[src/rtl/sdrf_pkg.sv]
// Constants, types and state codes for the delta-sigma result formatter.
// Assumes one clock domain; every control bit arrives as a plain port.
//
// Behaviour
// - Power-off bit shuts all converter circuitry down
// - Results are 24-bit two's complement codes
// - Result MSB is sign, one means negative
// - Codes span 8388607 down to -8388608
// - Out-of-range inputs saturate, never wrap
// - Result equals amplified input over reference times 2^23
// - Three gain fields set amp, converter, reference gains
// - Reference-select bit picks the full-scale reference
// - Temperature sensor channels route into the result
// - Restart bit high then low starts conversion
// - End of conversion sets flag and interrupt request
// - Result presented as low, mid, high bytes

package sdrf_pkg;

	// Result format
	localparam int          RESULT_W    = 24;            // Result code width
	localparam int          BYTE_W      = 8;             // Result byte register width
	localparam int          NUM_BYTES   = 3;             // Result byte registers
	localparam int          SCALE_SHIFT = 23;            // K = 2^23
	localparam logic [23:0] FULL_POS    = 24'h7FFFFF;    // +8388607
	localparam logic [23:0] FULL_NEG    = 24'h800000;    // -8388608
	localparam logic [23:0] RESULT_RST  = 24'h000000;    // Middle code

	// Gain field widths
	localparam int AMP_GAIN_W  = 3;                      // Amplifier gain field
	localparam int CONV_GAIN_W = 2;                      // Converter gain field
	localparam int REF_GAIN_W  = 2;                      // Reference gain field
	localparam int SHIFT_W     = 4;                      // Sum of amp and converter gain exponents

	// Channel selection codes of the temperature sensor outputs
	localparam int         CHAN_W        = 4;            // Channel select width
	localparam logic [3:0] TEMP_POS_CHAN = 4'hF;         // Sensor positive out
	localparam logic [3:0] TEMP_NEG_CHAN = 4'hF;         // Sensor negative out

	// Gain configuration, each field an exponent of two
	typedef struct packed {
		logic [AMP_GAIN_W-1:0]  amp_gain_field;          // Amplifier gain
		logic [CONV_GAIN_W-1:0] conv_gain_field;         // Converter gain
		logic [REF_GAIN_W-1:0]  ref_gain_field;          // Reference gain
	} gain_cfg_type;

	// Converter sequencing states
	typedef enum logic [1:0] {
		ST_OFF     = 2'b00,                              // Powered down
		ST_IDLE    = 2'b01,                              // Awaiting restart
		ST_RESTART = 2'b10,                              // Restart bit held high
		ST_RUN     = 2'b11                               // Converting
	} conv_state_type;

endpackage

[src/rtl/sigma_delta_result_formatter.sv]
// Output-side logic of a 24-bit delta-sigma converter: sequencing,
// gain and offset scaling, saturation, end-of-conversion flagging.
// Assumes the decimation filter delivers one ratio code per valid pulse
// on ref_clk_i, already scaled by 2^23 at unity gain.
`timescale 1ns/100ps
`default_nettype none

module sigma_delta_result_formatter
	import sdrf_pkg::*;
#(
	parameter int RAW_W  = 24,                           // Filter code width
	parameter int WIDE_W = 40                            // Internal math width
) (
	// Clock and reset
	input  wire logic                ref_clk_i,
	input  wire logic                rst_i,
	// Software control bits
	input  wire logic                conv_power_off_i,
	input  wire logic                conv_restart_bit_i,
	input  wire logic                reference_select_i,
	input  wire gain_cfg_type        gain_cfg_i,
	input  wire logic [RESULT_W-1:0] input_offset_setting_i,
	input  wire logic [CHAN_W-1:0]   pos_chan_sel_i,
	input  wire logic [CHAN_W-1:0]   neg_chan_sel_i,
	input  wire logic                eoc_clear_i,
	input  wire logic                irq_clear_i,
	// Filter side
	input  wire logic                sample_valid_i,
	input  wire logic [RAW_W-1:0]    sample_i,
	// Analog control
	output logic                     analog_enable_o,
	output logic                     filter_reset_o,
	output logic                     reference_select_o,
	output logic                     temp_sensor_enable_o,
	// Status and result
	output logic                     end_of_conversion_o,
	output logic                     conv_irq_o,
	output logic [BYTE_W-1:0]        result_low_byte_o,
	output logic [BYTE_W-1:0]        result_mid_byte_o,
	output logic [BYTE_W-1:0]        result_high_byte_o
);

	// Shifted sample must fit with the largest gain exponent
	if (RAW_W < 2 || RAW_W > RESULT_W || WIDE_W < RAW_W + 11) begin : g_chk
		$error("sigma_delta_result_formatter: bad RAW_W or WIDE_W");
	end

	conv_state_type      state_r;                        // Sequencer state
	conv_state_type      state_nxt;                      // Next state
	logic [RESULT_W-1:0] result_r;                       // Latest result code
	logic [RESULT_W-1:0] sat_code;                       // Clamped code
	logic [WIDE_W-1:0]   wide_val;                       // Scaled value
	logic [SHIFT_W-1:0]  up_shift;                       // Amp plus conv gain
	logic                accept;                         // Sample taken
	logic                eoc_r;                          // End of conversion
	logic                irq_r;                          // Interrupt request
	logic                analog_en_r;                    // Circuitry powered
	logic                filt_rst_r;                     // Filter held reset
	logic                ref_sel_r;                      // Reference choice
	logic                temp_en_r;                      // Sensor routed

	// Sequencer next state; power-off overrides everything
	always_comb begin
		state_nxt = state_r;
		if (conv_power_off_i) begin
			state_nxt = ST_OFF;
		end else begin
			unique case (state_r)
				ST_OFF: begin
					state_nxt = ST_IDLE;
				end
				ST_IDLE: begin
					if (conv_restart_bit_i) begin        // Restart bit high
						state_nxt = ST_RESTART;
					end
				end
				ST_RESTART: begin
					if (!conv_restart_bit_i) begin       // Falling edge
						state_nxt = ST_RUN;
					end
				end
				ST_RUN: begin
					if (conv_restart_bit_i) begin        // Restart anew
						state_nxt = ST_RESTART;
					end
				end
			endcase
		end
	end

	// Sequencer register
	always_ff @(posedge ref_clk_i or posedge rst_i) begin
		if (rst_i) begin
			state_r <= ST_OFF;
		end else begin
			state_r <= state_nxt;
		end
	end

	// Only a running, powered converter produces results
	assign accept = sample_valid_i && (state_r == ST_RUN) && !conv_power_off_i;

	// Gains are powers of two: amp and converter raise, reference divides
	assign up_shift = SHIFT_W'(gain_cfg_i.amp_gain_field)
		+ SHIFT_W'(gain_cfg_i.conv_gain_field);

	// Sign-extend, amplify, add offset, then divide by the reference gain
	always_comb begin
		wide_val = WIDE_W'($signed(sample_i)) << up_shift;
		wide_val = wide_val + WIDE_W'($signed(input_offset_setting_i));
		wide_val = WIDE_W'($signed(wide_val)
			>>> gain_cfg_i.ref_gain_field);
	end

	result_saturator #(
		.IN_W    (WIDE_W)
	) u_sat (
		.value_i (wide_val),
		.code_o  (sat_code)
	);

	// Result register keeps the last code until the next conversion
	always_ff @(posedge ref_clk_i or posedge rst_i) begin
		if (rst_i) begin
			result_r <= RESULT_RST;
		end else if (accept) begin
			result_r <= sat_code;
		end
	end

	// Flags: a new conversion wins over a clear in the same cycle
	always_ff @(posedge ref_clk_i or posedge rst_i) begin
		if (rst_i) begin
			eoc_r <= 1'b0;
			irq_r <= 1'b0;
		end else begin
			if (accept) begin
				eoc_r <= 1'b1;
			end else if (eoc_clear_i) begin
				eoc_r <= 1'b0;
			end
			if (accept) begin
				irq_r <= 1'b1;
			end else if (irq_clear_i) begin
				irq_r <= 1'b0;
			end
		end
	end

	// Analog controls, registered so outputs come from flip-flops
	always_ff @(posedge ref_clk_i or posedge rst_i) begin
		if (rst_i) begin
			analog_en_r <= 1'b0;
			filt_rst_r  <= 1'b1;
			ref_sel_r   <= 1'b0;
			temp_en_r   <= 1'b0;
		end else begin
			analog_en_r <= !conv_power_off_i;
			filt_rst_r  <= (state_nxt != ST_RUN);
			ref_sel_r   <= reference_select_i;
			// Sensor is off with power-off to draw nothing
			temp_en_r   <= !conv_power_off_i
				&& ((pos_chan_sel_i == TEMP_POS_CHAN)
				|| (neg_chan_sel_i == TEMP_NEG_CHAN));
		end
	end

	// Result bytes straight from the result register
	assign result_low_byte_o    = result_r[BYTE_W-1:0];
	assign result_mid_byte_o    = result_r[2*BYTE_W-1:BYTE_W];
	assign result_high_byte_o   = result_r[3*BYTE_W-1:2*BYTE_W];
	assign end_of_conversion_o  = eoc_r;
	assign conv_irq_o           = irq_r;
	assign analog_enable_o      = analog_en_r;
	assign filter_reset_o       = filt_rst_r;
	assign reference_select_o   = ref_sel_r;
	assign temp_sensor_enable_o = temp_en_r;
endmodule // sigma_delta_result_formatter

`default_nettype wire

[src/rtl/result_saturator.sv]
// Clamp of a wide signed value onto the 24-bit result code range.
// Pure combinational; the caller registers the output.
`timescale 1ns/100ps
`default_nettype none

module result_saturator
	import sdrf_pkg::*;
#(
	parameter int IN_W = 40                              // Width of wide value
) (
	// Wide signed value
	input  wire logic [IN_W-1:0]     value_i,
	// Clamped code
	output logic      [RESULT_W-1:0] code_o
);

	// The wide value needs headroom above the result width
	if (IN_W <= RESULT_W) begin : g_chk
		$error("result_saturator: IN_W must exceed RESULT_W");
	end

	// Bits above the result sign must all match the sign to fit
	logic [IN_W-RESULT_W:0] upper;                       // Sign and headroom

	assign upper = value_i[IN_W-1:RESULT_W-1];

	// Saturate instead of wrapping so a large input never flips sign
	always_comb begin
		if (&upper || ~|upper) begin                     // In range
			code_o = value_i[RESULT_W-1:0];
		end else if (value_i[IN_W-1]) begin
			code_o = FULL_NEG;
		end else begin                                   // Above positive FS
			code_o = FULL_POS;
		end
	end

endmodule // result_saturator

`default_nettype wire

[config.mk]
export PLATFORM = sky130hd
export DESIGN_NAME = sigma_delta_result_formatter
export DESIGN_NICKNAME = d
export VERILOG_FILES = /design/src/rtl/sdrf_pkg.sv /design/src/rtl/sigma_delta_result_formatter.sv /design/src/rtl/result_saturator.sv
export SDC_FILE = /design/constraint.sdc
export NUM_CORES = 1
export LEC_CHECK = 0
export ABC_AREA = 1
export BUFFER_PORTS_ARGS = -buffer_cell sky130_fd_sc_hd__buf_2
export CORE_AREA = 3 3 110 112
export DETAILED_ROUTE_END_ITERATION = 8
export DIE_AREA = 0 0 113 115
export GPL_TIMING_DRIVEN = 0
export PLACE_DENSITY = 0.82
export RECOVER_POWER = 50
export SLEW_MARGIN = 20
export SYNTH_ARGS = -nofsm -noshare
export SYNTH_HDL_FRONTEND = slang
export SYNTH_HIERARCHICAL = 1
export SYNTH_SLANG_ARGS = --single-unit
[constraint.sdc]
create_clock -name ref_clk_i -period 1.6 [get_ports ref_clk_i]
set_input_delay 0.32 -clock ref_clk_i [delete_from_list [all_inputs] [get_ports ref_clk_i]]
set_output_delay 0.32 -clock ref_clk_i [all_outputs]
set_load 0.02 [all_outputs]
==> results of run 1 <==
==> kinds of logic after synthesis <==
group	share of synthesized area (%)
AO/OA/AOI/OAI	10.85
XOR/XNOR	2.633
adder cells (fa/ha/maj)	8.254
buffers and inverters	13.31
flip-flops	11.97
multiplexers	7.320
AND/OR/NAND/NOR	45.66
==> power groups by stage <==
stage	Clock, mW	Sequential, mW	Combinational (mW)
floorplan	0	1.43	3.94
global placement	0	1.14	5.51
detailed placement	0	1.16	5.59
CTS	1.08	1.16	6.92
global route	1.12	1.19	9.36
finish	1.08	1.16	8.89
==> layer usage <==
metal	GRT usage (%)	wire length (um)	part of all wire [%]
met1	41.19	10340	35
met3	2.947	2763	9.4
met2	60.86	13700	46
met4	17.31	2662	9.0
met5	0	0	0
==> worst paths after layout <==
| check | slack (ns) | endpoint |
|---|---|---|
| max in group asynchronous | 0.53 | conv_irq_o |
| hold reg to reg | 0.46 | filter_reset_o |
| setup reg to reg | -0.10 | result_r[18] |
| setup / recovery | -3.11 | result_r[13] |
| hold / removal | 0.16 | reference_select_o |
| min in group asynchronous | 0.36 | result_r[0] |
==> cells in the final DEF (no fill, tap or decap), types with 23 or more instances in the layout <==
master / n
nand3_1: 65
nand2_2: 103
nand2_1: 346
nor2_2: 24
dfrtp_1: 31
o21ai_1: 27
nand3_2: 51
buf_4: 57
buf_2: 111
o21ai_0: 46
nand2_4: 23
nor2_1: 44
ha_4: 27
inv_1: 164
==> layout make-up <==
cell class	count	area (um^2)	share of cell area, %
Inverter	178	683.2	6.842
Clock inverter	3	42.54	0.4261
Multi-Input combinational cell	970	6828	68.38
Sequential cell	32	802.0	8.033
Clock buffer	5	125.1	1.253
Tap cell	143	178.9	1.792
Timing Repair Buffer	161	1050	10.51
Buffer	40	275.3	2.757
==> critical path, delay by kind of cell <==
| kind | cells | cell delay, ns |
|---|---|---|
| fa+ha+maj | 2 | 0.54 |
| buf+inv | 4 | 0.56 |
| simple gates | 20 | 2.28 |
| compound gates | 4 | 0.89 |
| mux | 1 | 0.27 |
==> Yosys cell counts, drive strengths merged <==
master  instances
dfstp           1
ha             41
nor4            1
nand3b          9
a31oi           1
a21o            1
mux2i          22
fa              2
buf            28
a21oi          39
or2             3
xor2            6
o21bai          3
nand2         474
o21ai          96
nand3         132
nand4           6
and2            2
o21a            1
clkbuf         13
dfrtp          31
nor2           86
o211ai          1
xnor2          12
inv           178
nor3            8
mux2           24
==> repair_timing <==
| item | CTS | global route |
|---|---|---|
| gates resized for setup | 236 | 222 |
| buffers inserted | 39 | 16 |
| endpoints found under the setup margin | 24 | 24 |
| cloned | 6 | 0 |
| pin swaps | 105 | 79 |
==> sequential cells by signal, indices dropped and copies added, names as in the netlist <==
register and count:
result_r 24, state_r 2, analog_enable_o 1, conv_irq_o 1, end_of_conversion_o 1, filter_reset_o 1
reference_select_o 1, temp_sensor_enable_o 1
==> stage by stage <==
stage / total power, mW / hold slack (ns) / cell area, um^2 / setup WS, ns
after global placement: 6.655 / 0.4282 / 7511 / -3.310
after detailed placement: 6.752 / 0.4389 / 7511 / -3.360
after CTS: 9.161 / 0.1577 / 8979 / -2.748
after global routing: 11.66 / 0.1605 / 9985 / -3.322
after floorplan: 5.373 / 0.3514 / 6832 / -2.532
final: 11.13 / 0.1565 / 9985 / -3.109
==> results.toml, run 1 <==
[status]
status = "finished, violations left"
violations = "setup timing"

[timing]
setup_violations = 24
max_freq_ghz = 0.2124
fin_ws_ns = -3.109
post-route-period-util_pct = 294.3
finClkSkew_ns = 0.004143
report.final.slew_viol_count = 0
tns_ns = -73.31
rsz0062_at_grt = "true"
worstMarginPinSlew_ns = 1.195
relSlewSlack_pct = 20.23
final-hold-violation-count = 0
finalCriticalPeriod_ns = 4.709

[worst_setup_path]
slowest_delay_ns = 0.36
startpoint_type = "input pin"
cp-startpoint = "gain_cfg_i[2]"
crit_type = "in2reg"
reg2reg_depth = 3
cpMaxStageDelayCell = "o21ai_0"
arrival_ns = 4.86
crit_fanout = 10
worstSetupEndpointType = "register"
crit_required_ns = 1.75
reg2reg_from = "state_r[1]"
worst_path_most_repeated_cell = "nand2_1"

[floorplan]
die_area_um2 = 13000
num_io_pins = 101
initial_core_util_pct = 59.18
rows = 39
fp.dieW_um = 113
die_h_um = 115
core-area_um2 = 11320

[final_layout]
insertedDiodeCount = 0
nets = 1502
drive_gt1_share_pct = 41.83
syn_to_final_growth_pct = 49.02
nFillCells = 575
stdcell_count = 1532
final_util_pct = 88.20

[clocking]
clk_pin_slew_ns = 0.05
clk_latency_ns = 0.27
postCtsHoldBufs = 0
cts_tree = "built"
cts_root_buf = "clkbuf_16"
cts_buffer_depth = 2
numCtsBuffers = 5
cts_htree_levels = 2
cts_num_sinks = 32

[pwr]
power.density_nw_per_um2 = 1115
power.leakage_nw = 5.116
p_switching_mw = 5.954
clockPowerShare_pct = 9.7
p_comb_share_pct = 79.9
p_int_mw = 5.177
ir_worst_vdd_uv = 1342
p_sw_share_pct = 53.49
p_seq_share_pct = 10.4

[grt]
grt_pass1_wl_um = 36880
first_global_vias = 8095
grt-ovfl-total = 0
track_usage_pct = 34.15
antenna_found_initial = 0
grt_max_degree = 33

[synthesis]
synthCells = 1221
synth_area_leaders = "nand2_1 (26%), dfrtp_1 (12%), inv_1 (9.8%)"
netlist.area_leader.share_pct = 25.77
synth_top_area_cell = "nand2_1"
syn-mean-instance-area_um2 = 5.487
yosys.cell_types.count = 41
synth_seq_area_share_pct = 11.97
syn-cell-area_um2 = 6700
yosysWarningCount = 6
yosys_register_bits = 32
syn_nets = 1335

[min_path]
holdCritStartpoint = "reference_select_i"
hp-class = "in2reg"
worstHoldPathCells = 1

[detailed_routing]
drt-initial-drc-count = 1271
drc = 0
drt-wirelength-per-cell_um = 19.23
avgViaCountPerCell = 6.264
vias = 9596
ant_nets = 0
dr.pass1.iters = 6
wirelength_um = 29460

[job]
maxCapViolations = 0

[placed_design]
place.gp.congestion = 0.9963
port_buffers = 100
dp_hpwl_um = 17040
dp_cells = 1464
(Power assumes the default switching activity.)
==> run 2: changes to the inputs <==
- CTS_BUF_LIST: default -> sky130_fd_sc_hd__clkbuf_16
- TNS_END_PERCENT: default -> 30
==> results.toml, run 2 (synthesized netlist as in run 1, its figures left out) <==
[status]
status = "finished, violations left"
violations = "setup timing"

[grt]
grt-ovfl-total = 0
grt_max_degree = 33
track_usage_pct = 31.38
first_global_vias = 7534
antenna_found_initial = 0
grt_pass1_wl_um = 34020

[pwr]
power.leakage_nw = 5.053
power.density_nw_per_um2 = 1091
ir_worst_vdd_uv = 1127
p_int_mw = 4.990
clockPowerShare_pct = 10.2
p_switching_mw = 5.635
p_comb_share_pct = 78.8
p_seq_share_pct = 11.1
p_sw_share_pct = 53.04

[floorplan]
fp.dieW_um = 113
core-area_um2 = 11320
initial_core_util_pct = 59.18
num_io_pins = 101
rows = 39
die_area_um2 = 13000
die_h_um = 115

[final_layout]
final_util_pct = 86.04
final_area_um2 = 9741
largest-register = "result_r"
multi_input_area_um2 = 6639
nFillCells = 663
insertedDiodeCount = 0
reg_top3 = "result_r (24), state_r (2)"
final_common_cell = "nand2_1"
nets = 1496
seq_area_um2 = 802.0
drive_gt1_share_pct = 40.13
largest_reg_flops = 24
syn_to_final_growth_pct = 45.38
final_cell_mix = "nand2_1 (357), inv_1 (161), buf_2 (109), nand2_2 (96), nand3_1 (73)"

[job]
maxCapViolations = 0

[worst_setup_path]
worstSetupEndpointType = "register"
reg2reg_depth = 3
startpoint_type = "input pin"
crit_fanout = 7
crit_required_ns = 1.82
cpMaxStageDelayCell = "fa_2"
crit_type = "in2reg"
slowest_delay_ns = 0.53
worst_path_most_repeated_cell = "nand2_1"
arrival_ns = 4.89

[placed_design]
place_worst_setup_slack_ns = -3.349
port_buffers = 100
placed_cell_area_um2 = 7501
place.gp.congestion = 1.036
dp_hpwl_um = 16770

[detailed_routing]
dr.pass1.iters = 7
vias = 9241
wirelength_um = 27210
ant_nets = 0
drt-wirelength-per-cell_um = 17.83
avgViaCountPerCell = 6.056
drc = 0
drt-initial-drc-count = 1064

[timing]
post-route-period-util_pct = 291.8
final-hold-violation-count = 0
fin_ws_ns = -3.069
rsz0062_at_grt = "true"
finalCriticalPeriod_ns = 4.669
setup_violations = 24
finClkSkew_ns = 0.008916
worstMarginPinSlew_ns = 1.159
tns_ns = -71.81
max_freq_ghz = 0.2142
relSlewSlack_pct = 22.62
report.final.slew_viol_count = 0

[clocking]
cts_htree_levels = 2
numCtsBuffers = 5
cts_num_sinks = 32
cts_root_buf = "clkbuf_16"
clk_pin_slew_ns = 0.06
cts_buffer_depth = 2
clk_latency_ns = 0.28
cts_tree = "built"

[min_path]
worstHoldPathCells = 1
hp-class = "in2reg"
run 2: changes by cell type in the layout (fill, tap and decap cells not counted), sizes merged:
cell,previous run,this run
clkbuf,19,20
buf,187,180
run 2: worst paths after layout:
kind | startpoint | endpoint | slack [ns]
max | gain_cfg_i[4] | result_r[9] | -3.07
min | reference_select_i | reference_select_o | 0.15
max reg2reg | state_r[1] | result_r[19] | -0.09
min reg2reg | result_r[23] | result_r[23] | 0.50
max in group asynchronous | rst_i | result_r[20] | 0.56
min in group asynchronous | rst_i | result_r[10] | 0.34
run 2: per-stage QoR:
| step | hold slack, ns | std cells | total power, mW |
|---|---|---|---|
| after floorplan | 0.3514 | 1221 | 5.361 |
| after global placement | 0.4293 | 1464 | 6.629 |
| after detailed placement | 0.4334 | 1464 | 6.703 |
| after CTS | 0.1469 | 1503 | 8.806 |
| after global routing | 0.1540 | 1526 | 11.20 |
| final | 0.1518 | 1526 | 10.62 |
run 2: final cells by class:
class	instances	area share [%]
plain buffers	40	2.813
clock buffers	5	1.285
well taps	143	1.837
multi-input cells	970	68.16
inverters	178	7.013
clock inverters	3	0.4367
repair buffers	155	10.22
flip-flops and latches	32	8.234
run 2: repair_timing:
item / 4_1_cts / 5_1_grt
gates resized for setup: 172 / 264
hold buffers: 0 / 0
setup endpoints to repair: 24 / 24
buffers inserted: 26 / 24
pin swaps: 58 / 95
cloned: 5 / 1
run 2: routing by layer:
| metal | vias to the layer above | share of wire, % | global-route usage [%] |
|---|---|---|---|
| met3 | 202 | 8.5 | 1.421 |
| li1 | 4217 | - | - |
| met2 | 684 | 48 | 58.41 |
| met4 | 0 | 6.8 | 10.74 |
| met5 | - | 0 | 0 |
| met1 | 4138 | 37 | 38.69 |
run 2: worst max-delay path, delay by kind of cell:
family	cells	cell delay, ns
AO/OA/AOI/OAI	3	0.49
adder cells (fa/ha/maj)	3	0.91
buffers and inverters	7	0.78
multiplexers	2	0.36
AND/OR/NAND/NOR	18	2.02
run 2: power groups by stage:
stage          clock network (mW)  logic, mW  registers [mW]
2_1_floorplan                   0       3.93            1.43
3_3_place_gp                    0       5.49            1.14
3_5_place_dp                    0       5.55            1.16
4_1_cts                      1.08       6.57            1.16
5_1_grt                      1.11       8.89            1.20
6_report                     1.08       8.37            1.17
